--- config.mk ---
export PLATFORM = sky130hd
export DESIGN_NAME = dbg_cmp_match
export DESIGN_NICKNAME = d
export VERILOG_FILES = /design/src/rtl/dbg_cmp_pkg.sv /design/src/rtl/cmp_a_match.sv /design/src/rtl/dbg_cmp_match.sv
export VERILOG_INCLUDE_DIRS = /design/src /design/src/rtl
export SDC_FILE = /design/constraint.sdc
export NUM_CORES = 1
export LEC_CHECK = 0
export ABC_AREA = 0
export CAP_MARGIN = 20
export CORE_MARGIN = 3
export CORE_UTILIZATION = 44
export DETAILED_ROUTE_END_ITERATION = 6
export DONT_BUFFER_PORTS = 1
export PLACE_DENSITY = 0.59
export SETUP_SLACK_MARGIN = 0.2
export SYNTH_ARGS = -nofsm -noshare
export SYNTH_HDL_FRONTEND = slang
export SYNTH_HIERARCHICAL = 1
export SYNTH_SLANG_ARGS = --single-unit
--- constraint.sdc ---
create_clock -name clk -period 2.5 [get_ports clk]
set_clock_uncertainty 0.05 [all_clocks]
set_input_delay 0.125 -clock clk [delete_from_list [all_inputs] [get_ports clk]]
set_output_delay 0.125 -clock clk [all_outputs]
set_load 0.03 [all_outputs]
--- src/rtl/dbg_cmp_cfg.svh ---
// Offsets, field positions and reset values of the debug comparators
`ifndef DBG_CMP_CFG_SVH
`define DBG_CMP_CFG_SVH

// Widths
`define REG_ADDR_W      16
`define BUS_ADDR_W      24
`define BUS_DATA_W      32
`define IRQ_W           3

// Register byte offsets
`define OFS_CTRL        16'h0100
`define OFS_STATUS      16'h0101
`define OFS_IRQ_STATUS  16'h0102
`define OFS_IRQ_MASK    16'h0103
`define OFS_A_ADDR_HIGH 16'h0115
`define OFS_A_ADDR_MID  16'h0116
`define OFS_A_ADDR_LOW  16'h0117
`define OFS_A_DATA_0    16'h0118
`define OFS_A_DATA_1    16'h0119
`define OFS_A_DATA_2    16'h011A
`define OFS_A_DATA_3    16'h011B
`define OFS_A_MASK_0    16'h011C
`define OFS_A_MASK_1    16'h011D
`define OFS_A_MASK_2    16'h011E
`define OFS_A_MASK_3    16'h011F
`define OFS_B_CTRL      16'h0120

// Field positions
`define B_PC_ADDRESS_SELECT_BIT      5
`define B_RW_BIT        3
`define B_RWE_BIT       2
`define B_COMPARATOR_ENABLE_BIT     0
`define B_CTRL_WMASK    8'h2D
`define CTRL_ARM_BIT    0
`define CTRL_MODE_LSB   1
`define CTRL_MODE_MSB   2
`define STAT_PROF_BIT   4
`define STAT_ARM_BIT    0
`define IRQ_A_BIT       0
`define IRQ_B_BIT       1
`define IRQ_R_BIT       2
`define MODE_RANGE      2'h1

// Reset values
`define RST_BYTE        8'h00
`define RST_ADDR        24'h000000
`define RST_DATA        32'h00000000
`define RST_MASK        32'h00000000
`define RST_MODE        2'h0
`define RST_IRQ         3'h0

`endif

--- src/rtl/dbg_cmp_pkg.sv ---
// Types shared by the debug comparator files
package dbg_cmp_pkg;
  `include "dbg_cmp_cfg.svh"

  typedef logic [`REG_ADDR_W-1:0] reg_addr_type;
  typedef logic [7:0]             byte_type;
  typedef logic [`BUS_ADDR_W-1:0] bus_addr_type;
  typedef logic [`BUS_DATA_W-1:0] bus_data_type;
  typedef logic [`IRQ_W-1:0]      irq_type;

  // Whole state of the comparator block
  typedef struct packed {
    bus_addr_type a_addr;
    bus_data_type a_data;
    bus_data_type a_mask;
    byte_type     b_ctl;
    logic         arm;
    logic [1:0]   mode;
    logic         prof_active;
    irq_type      irq_status;
    irq_type      irq_mask;
    byte_type     rd_data;
    logic         match_a;
    logic         match_b;
    logic         match_range;
  } cmp_state_type;
endpackage

--- src/rtl/cmp_a_match.sv ---
// Bitwise address and masked data compare of comparator A
`timescale 1ns/1ps
`include "dbg_cmp_cfg.svh"

module cmp_a_match (
  // Stored reference
  input  dbg_cmp_pkg::bus_addr_type addr_ref,
  input  dbg_cmp_pkg::bus_data_type data_ref,
  input  dbg_cmp_pkg::bus_data_type data_mask,
  // Monitored bus
  input  dbg_cmp_pkg::bus_addr_type addr_bus,
  input  dbg_cmp_pkg::bus_data_type data_bus,
  // Results
  output logic                      addr_hit,
  output logic                      data_hit
);
  import dbg_cmp_pkg::*;

  logic [`BUS_ADDR_W-1:0] addr_bit_hit;
  logic [`BUS_DATA_W-1:0] data_bit_hit;

  // Per address bit: stored 0 expects 0, stored 1 expects 1
  for (genvar i = 0; i < `BUS_ADDR_W; i++) begin : g_addr
    assign addr_bit_hit[i] = (addr_bus[i] == addr_ref[i]);
  end

  // Per data bit: compared only where the mask bit is 1
  for (genvar j = 0; j < `BUS_DATA_W; j++) begin : g_data
    assign data_bit_hit[j] = !data_mask[j] ||
                             (data_bus[j] == data_ref[j]);
  end

  // Reduce to one hit each
  assign addr_hit = &addr_bit_hit;
  assign data_hit = &data_bit_hit;
endmodule

--- src/rtl/dbg_cmp_match.sv ---
// Debug comparators A and B: registers, match logic and interrupt
//
// The address-and-strobe port is this design's own decision.
`timescale 1ns/1ps
`include "dbg_cmp_cfg.svh"

module dbg_cmp_match (
  // Clock and reset
  input  logic                      clk,
  input  logic                      arst_n,
  // Register port
  input  dbg_cmp_pkg::reg_addr_type reg_addr,
  input  dbg_cmp_pkg::byte_type     reg_wdata,
  input  logic                      reg_wr,
  input  logic                      reg_rd,
  output dbg_cmp_pkg::byte_type     reg_rdata,
  // Monitored processor bus
  input  logic                      bus_valid,
  input  logic                      bus_read,
  input  dbg_cmp_pkg::bus_addr_type bus_addr,
  input  dbg_cmp_pkg::bus_data_type bus_data,
  input  logic                      pc_valid,
  input  dbg_cmp_pkg::bus_addr_type pc_addr,
  // Comparator B reference address
  input  dbg_cmp_pkg::bus_addr_type cmp_b_address,
  // Profiling events
  input  logic                      prof_entry_start,
  input  logic                      prof_tx_end,
  // Results
  output logic                      match_a,
  output logic                      match_b,
  output logic                      match_range,
  output logic                      profiling_active_flag,
  output logic                      irq
);
  import dbg_cmp_pkg::*;

  cmp_state_type state_reg;
  cmp_state_type state_next;

  logic         wr_ok;
  logic         a_addr_hit;
  logic         a_data_hit;
  logic         range_mode;
  logic         b_pc_address_select;
  logic         b_rw;
  logic         b_rwe;
  logic         b_comparator_enable;
  logic         b_src_valid;
  bus_addr_type b_src_addr;
  logic         b_dir_ok;
  logic         hit_a;
  logic         hit_b;
  logic         hit_range;
  irq_type      events;
  irq_type      w1c;
  byte_type     rd_byte;

  ////////////////////////////////////////////////////////////////////////
  // Comparator A bit compare
  cmp_a_match u_cmp_a (
    .addr_ref  (state_reg.a_addr),
    .data_ref  (state_reg.a_data),
    .data_mask (state_reg.a_mask),
    .addr_bus  (bus_addr),
    .data_bus  (bus_data),
    .addr_hit  (a_addr_hit),
    .data_hit  (a_data_hit)
  );

  ////////////////////////////////////////////////////////////////////////
  // Write permission
  assign wr_ok = !state_reg.arm && !state_reg.prof_active;

  // Comparator B control fields
  assign b_pc_address_select  = state_reg.b_ctl[`B_PC_ADDRESS_SELECT_BIT];
  assign b_rw    = state_reg.b_ctl[`B_RW_BIT];
  assign b_rwe   = state_reg.b_ctl[`B_RWE_BIT];
  assign b_comparator_enable = state_reg.b_ctl[`B_COMPARATOR_ENABLE_BIT];
  assign range_mode = (state_reg.mode == `MODE_RANGE);

  // Source of the address that B watches
  assign b_src_valid = b_pc_address_select ? pc_valid : bus_valid;
  assign b_src_addr  = b_pc_address_select ? pc_addr : bus_addr;

  // Direction qualifier, dropped for PC compare
  assign b_dir_ok = b_pc_address_select || !b_rwe || (bus_read == b_rw);

  // Match terms of this cycle
  assign hit_a = state_reg.arm && bus_valid && a_addr_hit && a_data_hit;
  assign hit_b = state_reg.arm && b_comparator_enable && !range_mode &&
                 b_src_valid && (b_src_addr == cmp_b_address) && b_dir_ok;
  assign hit_range = state_reg.arm && range_mode && bus_valid &&
                     (bus_addr >= state_reg.a_addr) &&
                     (bus_addr <= cmp_b_address);

  // Interrupt events and write-one-to-clear bits
  always_comb begin
    events = `RST_IRQ;
    events[`IRQ_A_BIT] = hit_a;
    events[`IRQ_B_BIT] = hit_b;
    events[`IRQ_R_BIT] = hit_range;
    w1c = `RST_IRQ;
    if (reg_wr && reg_addr == `OFS_IRQ_STATUS) begin
      w1c = reg_wdata[`IRQ_W-1:0];
    end
  end

  ////////////////////////////////////////////////////////////////////////
  // Read multiplexer, unmapped reads give zero
  always_comb begin
    rd_byte = `RST_BYTE;
    case (reg_addr)
      `OFS_CTRL: begin
        rd_byte[`CTRL_ARM_BIT] = state_reg.arm;
        rd_byte[`CTRL_MODE_MSB:`CTRL_MODE_LSB] = state_reg.mode;
      end
      `OFS_STATUS: begin
        rd_byte[`STAT_PROF_BIT] = state_reg.prof_active;
        rd_byte[`STAT_ARM_BIT]  = state_reg.arm;
      end
      `OFS_IRQ_STATUS: rd_byte[`IRQ_W-1:0] = state_reg.irq_status;
      `OFS_IRQ_MASK:   rd_byte[`IRQ_W-1:0] = state_reg.irq_mask;
      `OFS_A_ADDR_HIGH: rd_byte = state_reg.a_addr[23:16];
      `OFS_A_ADDR_MID:  rd_byte = state_reg.a_addr[15:8];
      `OFS_A_ADDR_LOW:  rd_byte = state_reg.a_addr[7:0];
      `OFS_A_DATA_0:    rd_byte = state_reg.a_data[31:24];
      `OFS_A_DATA_1:    rd_byte = state_reg.a_data[23:16];
      `OFS_A_DATA_2:    rd_byte = state_reg.a_data[15:8];
      `OFS_A_DATA_3:    rd_byte = state_reg.a_data[7:0];
      `OFS_A_MASK_0:    rd_byte = state_reg.a_mask[31:24];
      `OFS_A_MASK_1:    rd_byte = state_reg.a_mask[23:16];
      `OFS_A_MASK_2:    rd_byte = state_reg.a_mask[15:8];
      `OFS_A_MASK_3:    rd_byte = state_reg.a_mask[7:0];
      `OFS_B_CTRL:      rd_byte = state_reg.b_ctl;
      default:          rd_byte = `RST_BYTE;
    endcase
  end

  ////////////////////////////////////////////////////////////////////////
  // Next state
  always_comb begin
    state_next = state_reg;
    state_next.rd_data = `RST_BYTE;
    if (reg_rd) begin
      state_next.rd_data = rd_byte;
    end
    // Arm and mask writable at any time
    if (reg_wr && reg_addr == `OFS_CTRL) begin
      state_next.arm = reg_wdata[`CTRL_ARM_BIT];
    end
    if (reg_wr && reg_addr == `OFS_IRQ_MASK) begin
      state_next.irq_mask = reg_wdata[`IRQ_W-1:0];
    end
    // Comparator setup only while disarmed and idle
    if (reg_wr && wr_ok) begin
      case (reg_addr)
        `OFS_CTRL: begin
          state_next.mode = reg_wdata[`CTRL_MODE_MSB:`CTRL_MODE_LSB];
        end
        `OFS_A_ADDR_HIGH: state_next.a_addr[23:16] = reg_wdata;
        `OFS_A_ADDR_MID:  state_next.a_addr[15:8]  = reg_wdata;
        `OFS_A_ADDR_LOW:  state_next.a_addr[7:0]   = reg_wdata;
        `OFS_A_DATA_0:    state_next.a_data[31:24] = reg_wdata;
        `OFS_A_DATA_1:    state_next.a_data[23:16] = reg_wdata;
        `OFS_A_DATA_2:    state_next.a_data[15:8]  = reg_wdata;
        `OFS_A_DATA_3:    state_next.a_data[7:0]   = reg_wdata;
        `OFS_A_MASK_0:    state_next.a_mask[31:24] = reg_wdata;
        `OFS_A_MASK_1:    state_next.a_mask[23:16] = reg_wdata;
        `OFS_A_MASK_2:    state_next.a_mask[15:8]  = reg_wdata;
        `OFS_A_MASK_3:    state_next.a_mask[7:0]   = reg_wdata;
        `OFS_B_CTRL: begin
          state_next.b_ctl = reg_wdata & `B_CTRL_WMASK;
        end
        default: begin
        end
      endcase
    end
    // Profiling flag, start wins over end
    if (prof_entry_start) begin
      state_next.prof_active = 1'b1;
    end else if (prof_tx_end) begin
      state_next.prof_active = 1'b0;
    end
    // Sticky status, a new event wins over the clear
    state_next.irq_status = (state_reg.irq_status & ~w1c) | events;
    // Registered match outputs
    state_next.match_a     = hit_a;
    state_next.match_b     = hit_b;
    state_next.match_range = hit_range;
  end

  ////////////////////////////////////////////////////////////////////////
  // State register
  always_ff @(posedge clk or negedge arst_n) begin
    if (!arst_n) begin
      state_reg.a_addr      <= `RST_ADDR;
      state_reg.a_data      <= `RST_DATA;
      state_reg.a_mask      <= `RST_MASK;
      state_reg.b_ctl       <= `RST_BYTE;
      state_reg.arm         <= 1'b0;
      state_reg.mode        <= `RST_MODE;
      state_reg.prof_active <= 1'b0;
      state_reg.irq_status  <= `RST_IRQ;
      state_reg.irq_mask    <= `RST_IRQ;
      state_reg.rd_data     <= `RST_BYTE;
      state_reg.match_a     <= 1'b0;
      state_reg.match_b     <= 1'b0;
      state_reg.match_range <= 1'b0;
    end else begin
      state_reg <= state_next;
    end
  end

  // Outputs
  assign reg_rdata             = state_reg.rd_data;
  assign match_a               = state_reg.match_a;
  assign match_b               = state_reg.match_b;
  assign match_range           = state_reg.match_range;
  assign profiling_active_flag = state_reg.prof_active;
  assign irq = |(state_reg.irq_status & state_reg.irq_mask);
endmodule

# Yosys cells after proc, flatten, opt, wreduce, memory -nomap -nowiden
# Cells that the tools add are included.
totals:
  inputBits: 137
  elab_cells: 218
  out_inout_bits: 13
  regBits: 113
classes:
  bitwise_logic: 4
  n_eq_ne: 75
  n_mux: 11
  n_lt_le_gt_ge: 2
  n_reduce_logical: 105
ops:
  columns: ["cell", "n"]
  rows:
  - ["16-bit by 9-bit == test with 1-bit output, second input constant", 16]
  - ["1-bit == test", 57]
  - ["1-bit zero test", 36]
  - ["3-bit case mux with 12 select lines", 1]
  - ["1-bit logical OR", 34]
  - ["32-bit AND reduction", 1]
  - ["2-bit case mux with 15 select lines", 1]
  - ["2-bit AND reduction", 13]
  - ["24-bit == test", 1]
  - ["24-bit greater-or-equal comparator", 1]
  - ["24-bit less-or-equal comparator", 1]
  - ["24-bit two-way mux", 1]
  - ["1-bit case mux with 12 select lines", 2]
  - ["24-bit AND reduction", 1]
  - ["1-bit logical AND", 17]
  - ["1-bit case mux with 15 select lines", 1]
  - ["8-bit two-way mux", 1]
  - ["3-bit AND", 2]
  - ["1-bit two-way mux", 3]
  - ["3-bit two-way mux", 1]
  - ["3-bit NOT", 1]
  - ["3-bit OR", 1]
  - ["3-bit OR reduction", 1]
  - ["2-bit by 1-bit == test with 1-bit output, second input constant", 1]
  - ["2 further kinds", 2]

# Depth between registers and ports, before layout
depth:
  word_depth: 7
  ltp_mapped: 8
  ltp_nobuf: 8

# Modules after synthesis
# Netlist, hierarchy kept.
modules_own_cells:
  columns: ["module", "cells_per_inst", "area_each_um2", "instances"]
  rows:
  - ["dbg_cmp_match", 674, 7086.8, 1]
  - ["cmp_a_match", 85, 696.9, 1]

# Worst setup path after synthesis
# OpenSTA, ideal clock, no wires.
synth_path:
  path_kind: "in2reg"
  from: "input reg_addr[9]"
  to: "register state_reg[61] (netlist bit)"
  stages: 4
  t_arrival_ps: 1783
  setup_slack_ps: 542
  path_cell_list: "nor4b_2 -> nand4_1 -> nor3_4 -> mux2_2"
synth_between:
  elab_chain_len: 2
synth_lines:
  columns: ["item", "line", "rtl"]
  rows:
  - ["from (decl)", "dbg_cmp_match.sv:12", "input dbg_cmp_pkg::reg_addr_type reg_addr,"]
  - ["16-bit by 9-bit == test with 1-bit output", "dbg_cmp_match.sv:157", "case (reg_addr)"]
  - ["2-bit AND reduction (no line)", null, null]
  - ["to (signal assigned)", "dbg_cmp_match.sv:211", "state_reg <= state_next;"]
  - ["to (decl)", "dbg_cmp_match.sv:38", "cmp_state_type state_reg;"]
# Every way passes these cells.
# A chain may end at the register's enable or synchronous reset.

==> impl_metrics.toml <==
[clock_tree]
cts_made_buffers = 17
htreeDepth = 4
ctsHoldBuffers = 17
clk_latency_ns = 0.42
clkTransAtPathRegs_ns = 0.05
cts.sinks = 113
root_buffer = "clkbuf_16"
cts_buffer_depth = 2
cts_tree = "done"

[global_route]
first_global_vias = 6592
grt_max_degree = 114
antenna_found_initial = 0
grt_pass1_wl_um = 39200
grt.overflow.total = 0
groute.usage.overall_pct = 26.4

[worst_setup_path]
worstPathCellList = "buf_12, mux2i_1, xnor2_1, nand4_1, or4_4, nor4_4, a21o_1"
start_kind = "register"
crit_path_top_delay_cell = "or4_4"
path_delay_family = "simple AND/OR/NAND/NOR gates"
cp_data_arrival_time_ns = 2.57
crit_required_ns = 2.81
crit_path_max_fanout = 14
r2r-end = "state_reg[15]"
criticalPathCategory = "reg2reg"
worst_r2r_path_depth = 7
critPathBufInv = 1
r2r_start = "b_pc_address_select"
max_stage_delay_ns = 0.56
rrSetupSlack_ns = 0.23
worstSetupEndpointType = "register"

[run]
cap_violations = 0

[timing]
timing.hold.ws_ns = -0.642
finalCritPeriodShare_pct = 90.7
setup_violations = 0
drv_slew = 0
fin_tns_setup_ns = 0
worst_pin_slew_ns = 0.714
final_hold_viol_count = 113
final.setup.worst_slack_ns = 0.233
fmax_ghz = 0.441
post-route-min-period_ns = 2.27
rsz0062_at_grt = "true"
relSlewSlack_pct = 52.2

[die]
pin_count = 150
std_cell_rows = 48
die_h_um = 139
coreArea_um2 = 17300
start_util_pct = 45.0
dieWidth_um = 139
die_area_um2 = 19300

[final_layout]
design_area_um2 = 8850
largest_reg_flops = 97
fin_nets = 970
regArea_um2 = 2830
syn_to_final_growth_pct = 13.7
drive_gt1_share_pct = 18.9
antennaDiodeCount = 0
multiInputGateArea_um2 = 4630
final_cells = 1022
fill_cells = 1574

[status]
status = "finished with violations"
failed_checks = "negative hold slack"

[yosys]
async_flop_share_pct = 100
synth_edf_count = 0
avgSynthCellArea_um2 = 10.3
netlist_area_um2 = 7780
yosysSeqAreaShare_pct = 36.3
synth_nets = 944
ys_top_cells_by_area = "dfrtp_1 (36%), mux2_2 (11%), ha_1 (7.7%), xor2_1 (5.6%), xnor2_1 (3.5%)"
ys_seq_elements = 113
synth_top_cell_by_area = "dfrtp_1"
syn_inst = 759
ys_types = 65
yosysWarnings = 6
ys_dominant_reg_cell = "dfrtp_1"
synth_top_area_share_pct = 36.3

[hold_path]
holdCritPathClass = "in2async"

[routing]
drt_iter0_markers = 561
viasPerCell = 6.14
wl_met3_um = 2200
routedWlPerCell_um = 25.3
m1WireLength_um = 11300
top_layer = "met4"
ant_nets = 0
wl_met2_um = 11900
drc = 0
finalWirelength_um = 25800
vias = 6271
dr.pass1.iters = 5

[pwr]
vdd_drop_max_mv = 0.476
leakagePower_uw = 0.00402
power_density_nw_per_um2 = 504

[placed_design]
dpl.hpwl_um = 19800
place_congestion = 0.908
io_buffers = 0
pre_cts_slack_ns = 0.0463
placed_cells = 973
place_area_um2 = 8050
==> synth_stat cells, drive strengths merged (6+ instances only) <==
cell type,number
a31oi,6
a222oi,6
ha,48
a21o,8
clkbuf,13
xor2,50
nand2,56
xnor2,31
a22oi,31
a21oi,19
nor4,18
nor3,10
mux2i,26
a22o,8
nand3,16
buf,17
nor2,18
nand2b,6
nand4,27
dfrtp,113
a221oi,6
mux2,76
inv,55
o21ai,37
==> timing repair <==
action,4_1_cts,5_1_grt
endpoints found under the setup margin,2,3
pin swaps,0,2
resized for setup,2,8
gates cloned,0,1
endpoints found under the hold margin,207,113
buffers inserted,0,0
==> stage by stage <==
| stage | utilization [%] | power [µW] |
|---|---|---|
| 2_1_floorplan | - | 2110 |
| 3_3_place_gp | 46.5 | 2150 |
| 3_5_place_dp | 46.5 | 2160 |
| 4_1_cts | 50.8 | 4470 |
| 5_1_grt | 51.2 | 4610 |
| 6_report | 51.2 | 4460 |
==> power breakdown <==
group | switching [µW] | leakage [µW] | total (µW) | internal [µW]
registers | 0.902 | 0.00153 | 1830 | 1830
logic | 205 | 0.00223 | 360 | 155
clock network | 855 | 0.000255 | 2270 | 1410
==> worst register-to-register path: cells and delay by family, from the launching register on <==
family          cells  cell delay [ns]
xor+xnor            1             0.15
simple gates        3             1.02
flops               1             0.43
compound gates      1             0.12
mux                 1             0.25
buf+inv             1             0.19
==> layer usage <==
layer / vias up / global-route usage, %
li1: 2852 / -
met1: 3127 / 36.0
met2: 257 / 41.5
met3: 35 / 7.97
met4: 0 / 6.13
met5: - / 0
==> kinds of logic (layout without fill, tap and decap cells) <==
logic type	Yosys count	in the layout	share of synthesized area, %
AO/OA/AOI/OAI	145	145	12.9
XOR/XNOR	81	81	9.11
adder cells (fa/ha/maj)	48	48	7.72
buffers and inverters	85	123	4.84
flip-flops	113	113	36.3
multiplexers	102	102	14.3
AND/OR/NAND/NOR	185	185	14.8
==> area by class of cell <==
class | instances | share of cell area (%)
repair buffers | 37 | 3.96
inverters | 55 | 2.33
clock buffers | 23 | 5.29
flip-flops and latches | 113 | 32.0
clock inverters | 8 | 0.933
multi-input cells | 561 | 52.3
well taps | 225 | 3.18
==> layout by cell type (no fill, tap or decap), types with 3 or more instances in the layout <==
| master | Yosys | routed |
|---|---|---|
| dfrtp_1 | 113 | 112 |
| mux2_2 | 76 | 76 |
| inv_1 | 55 | 55 |
| nand2_1 | 54 | 54 |
| xor2_1 | 50 | 50 |
| ha_1 | 48 | 48 |
| o21ai_0 | 37 | 37 |
| a22oi_1 | 31 | 31 |
| xnor2_1 | 31 | 30 |
| nand4_1 | 27 | 27 |
| mux2i_1 | 26 | 24 |
| a21oi_1 | 19 | 19 |
| nor2_1 | 18 | 18 |
| clkbuf_16 | 0 | 18 |
| buf_4 | 8 | 18 |
| dlygate4sd3_1 | 0 | 17 |
| nand3_1 | 15 | 15 |
| nor4_1 | 11 | 10 |
| a22o_1 | 8 | 8 |
| a21o_1 | 8 | 8 |
| a222oi_1 | 6 | 6 |
| nand2b_1 | 6 | 6 |
| a221oi_1 | 6 | 6 |
| a31oi_1 | 6 | 6 |
| nor4_4 | 4 | 5 |
| nor2b_1 | 5 | 5 |
| nor3_1 | 5 | 4 |
| nor3_4 | 4 | 4 |
| clkbuf_1 | 13 | 4 |
| clkinvlp_4 | 0 | 4 |
| or4_1 | 4 | 3 |
| nor4_2 | 3 | 3 |
| or2_2 | 3 | 3 |
| a211oi_1 | 4 | 3 |
| and2_1 | 3 | 3 |
| a221o_1 | 3 | 3 |
==> worst max-delay path by stage <==
stage,startpoint,to,cells after the start,slack (ns)
floorplan,reg_addr[9],state_reg[61],4,0.54
global placement,reg_addr[13],reg_rdata[0],6,0.07
detailed placement,b_rw,state_reg[15],6,0.05
CTS,b_rw,state_reg[15],6,0.23
global route,b_pc_address_select,state_reg[15],7,0.15
finish,b_pc_address_select,state_reg[15],7,0.23
(Power assumes the default switching activity.)
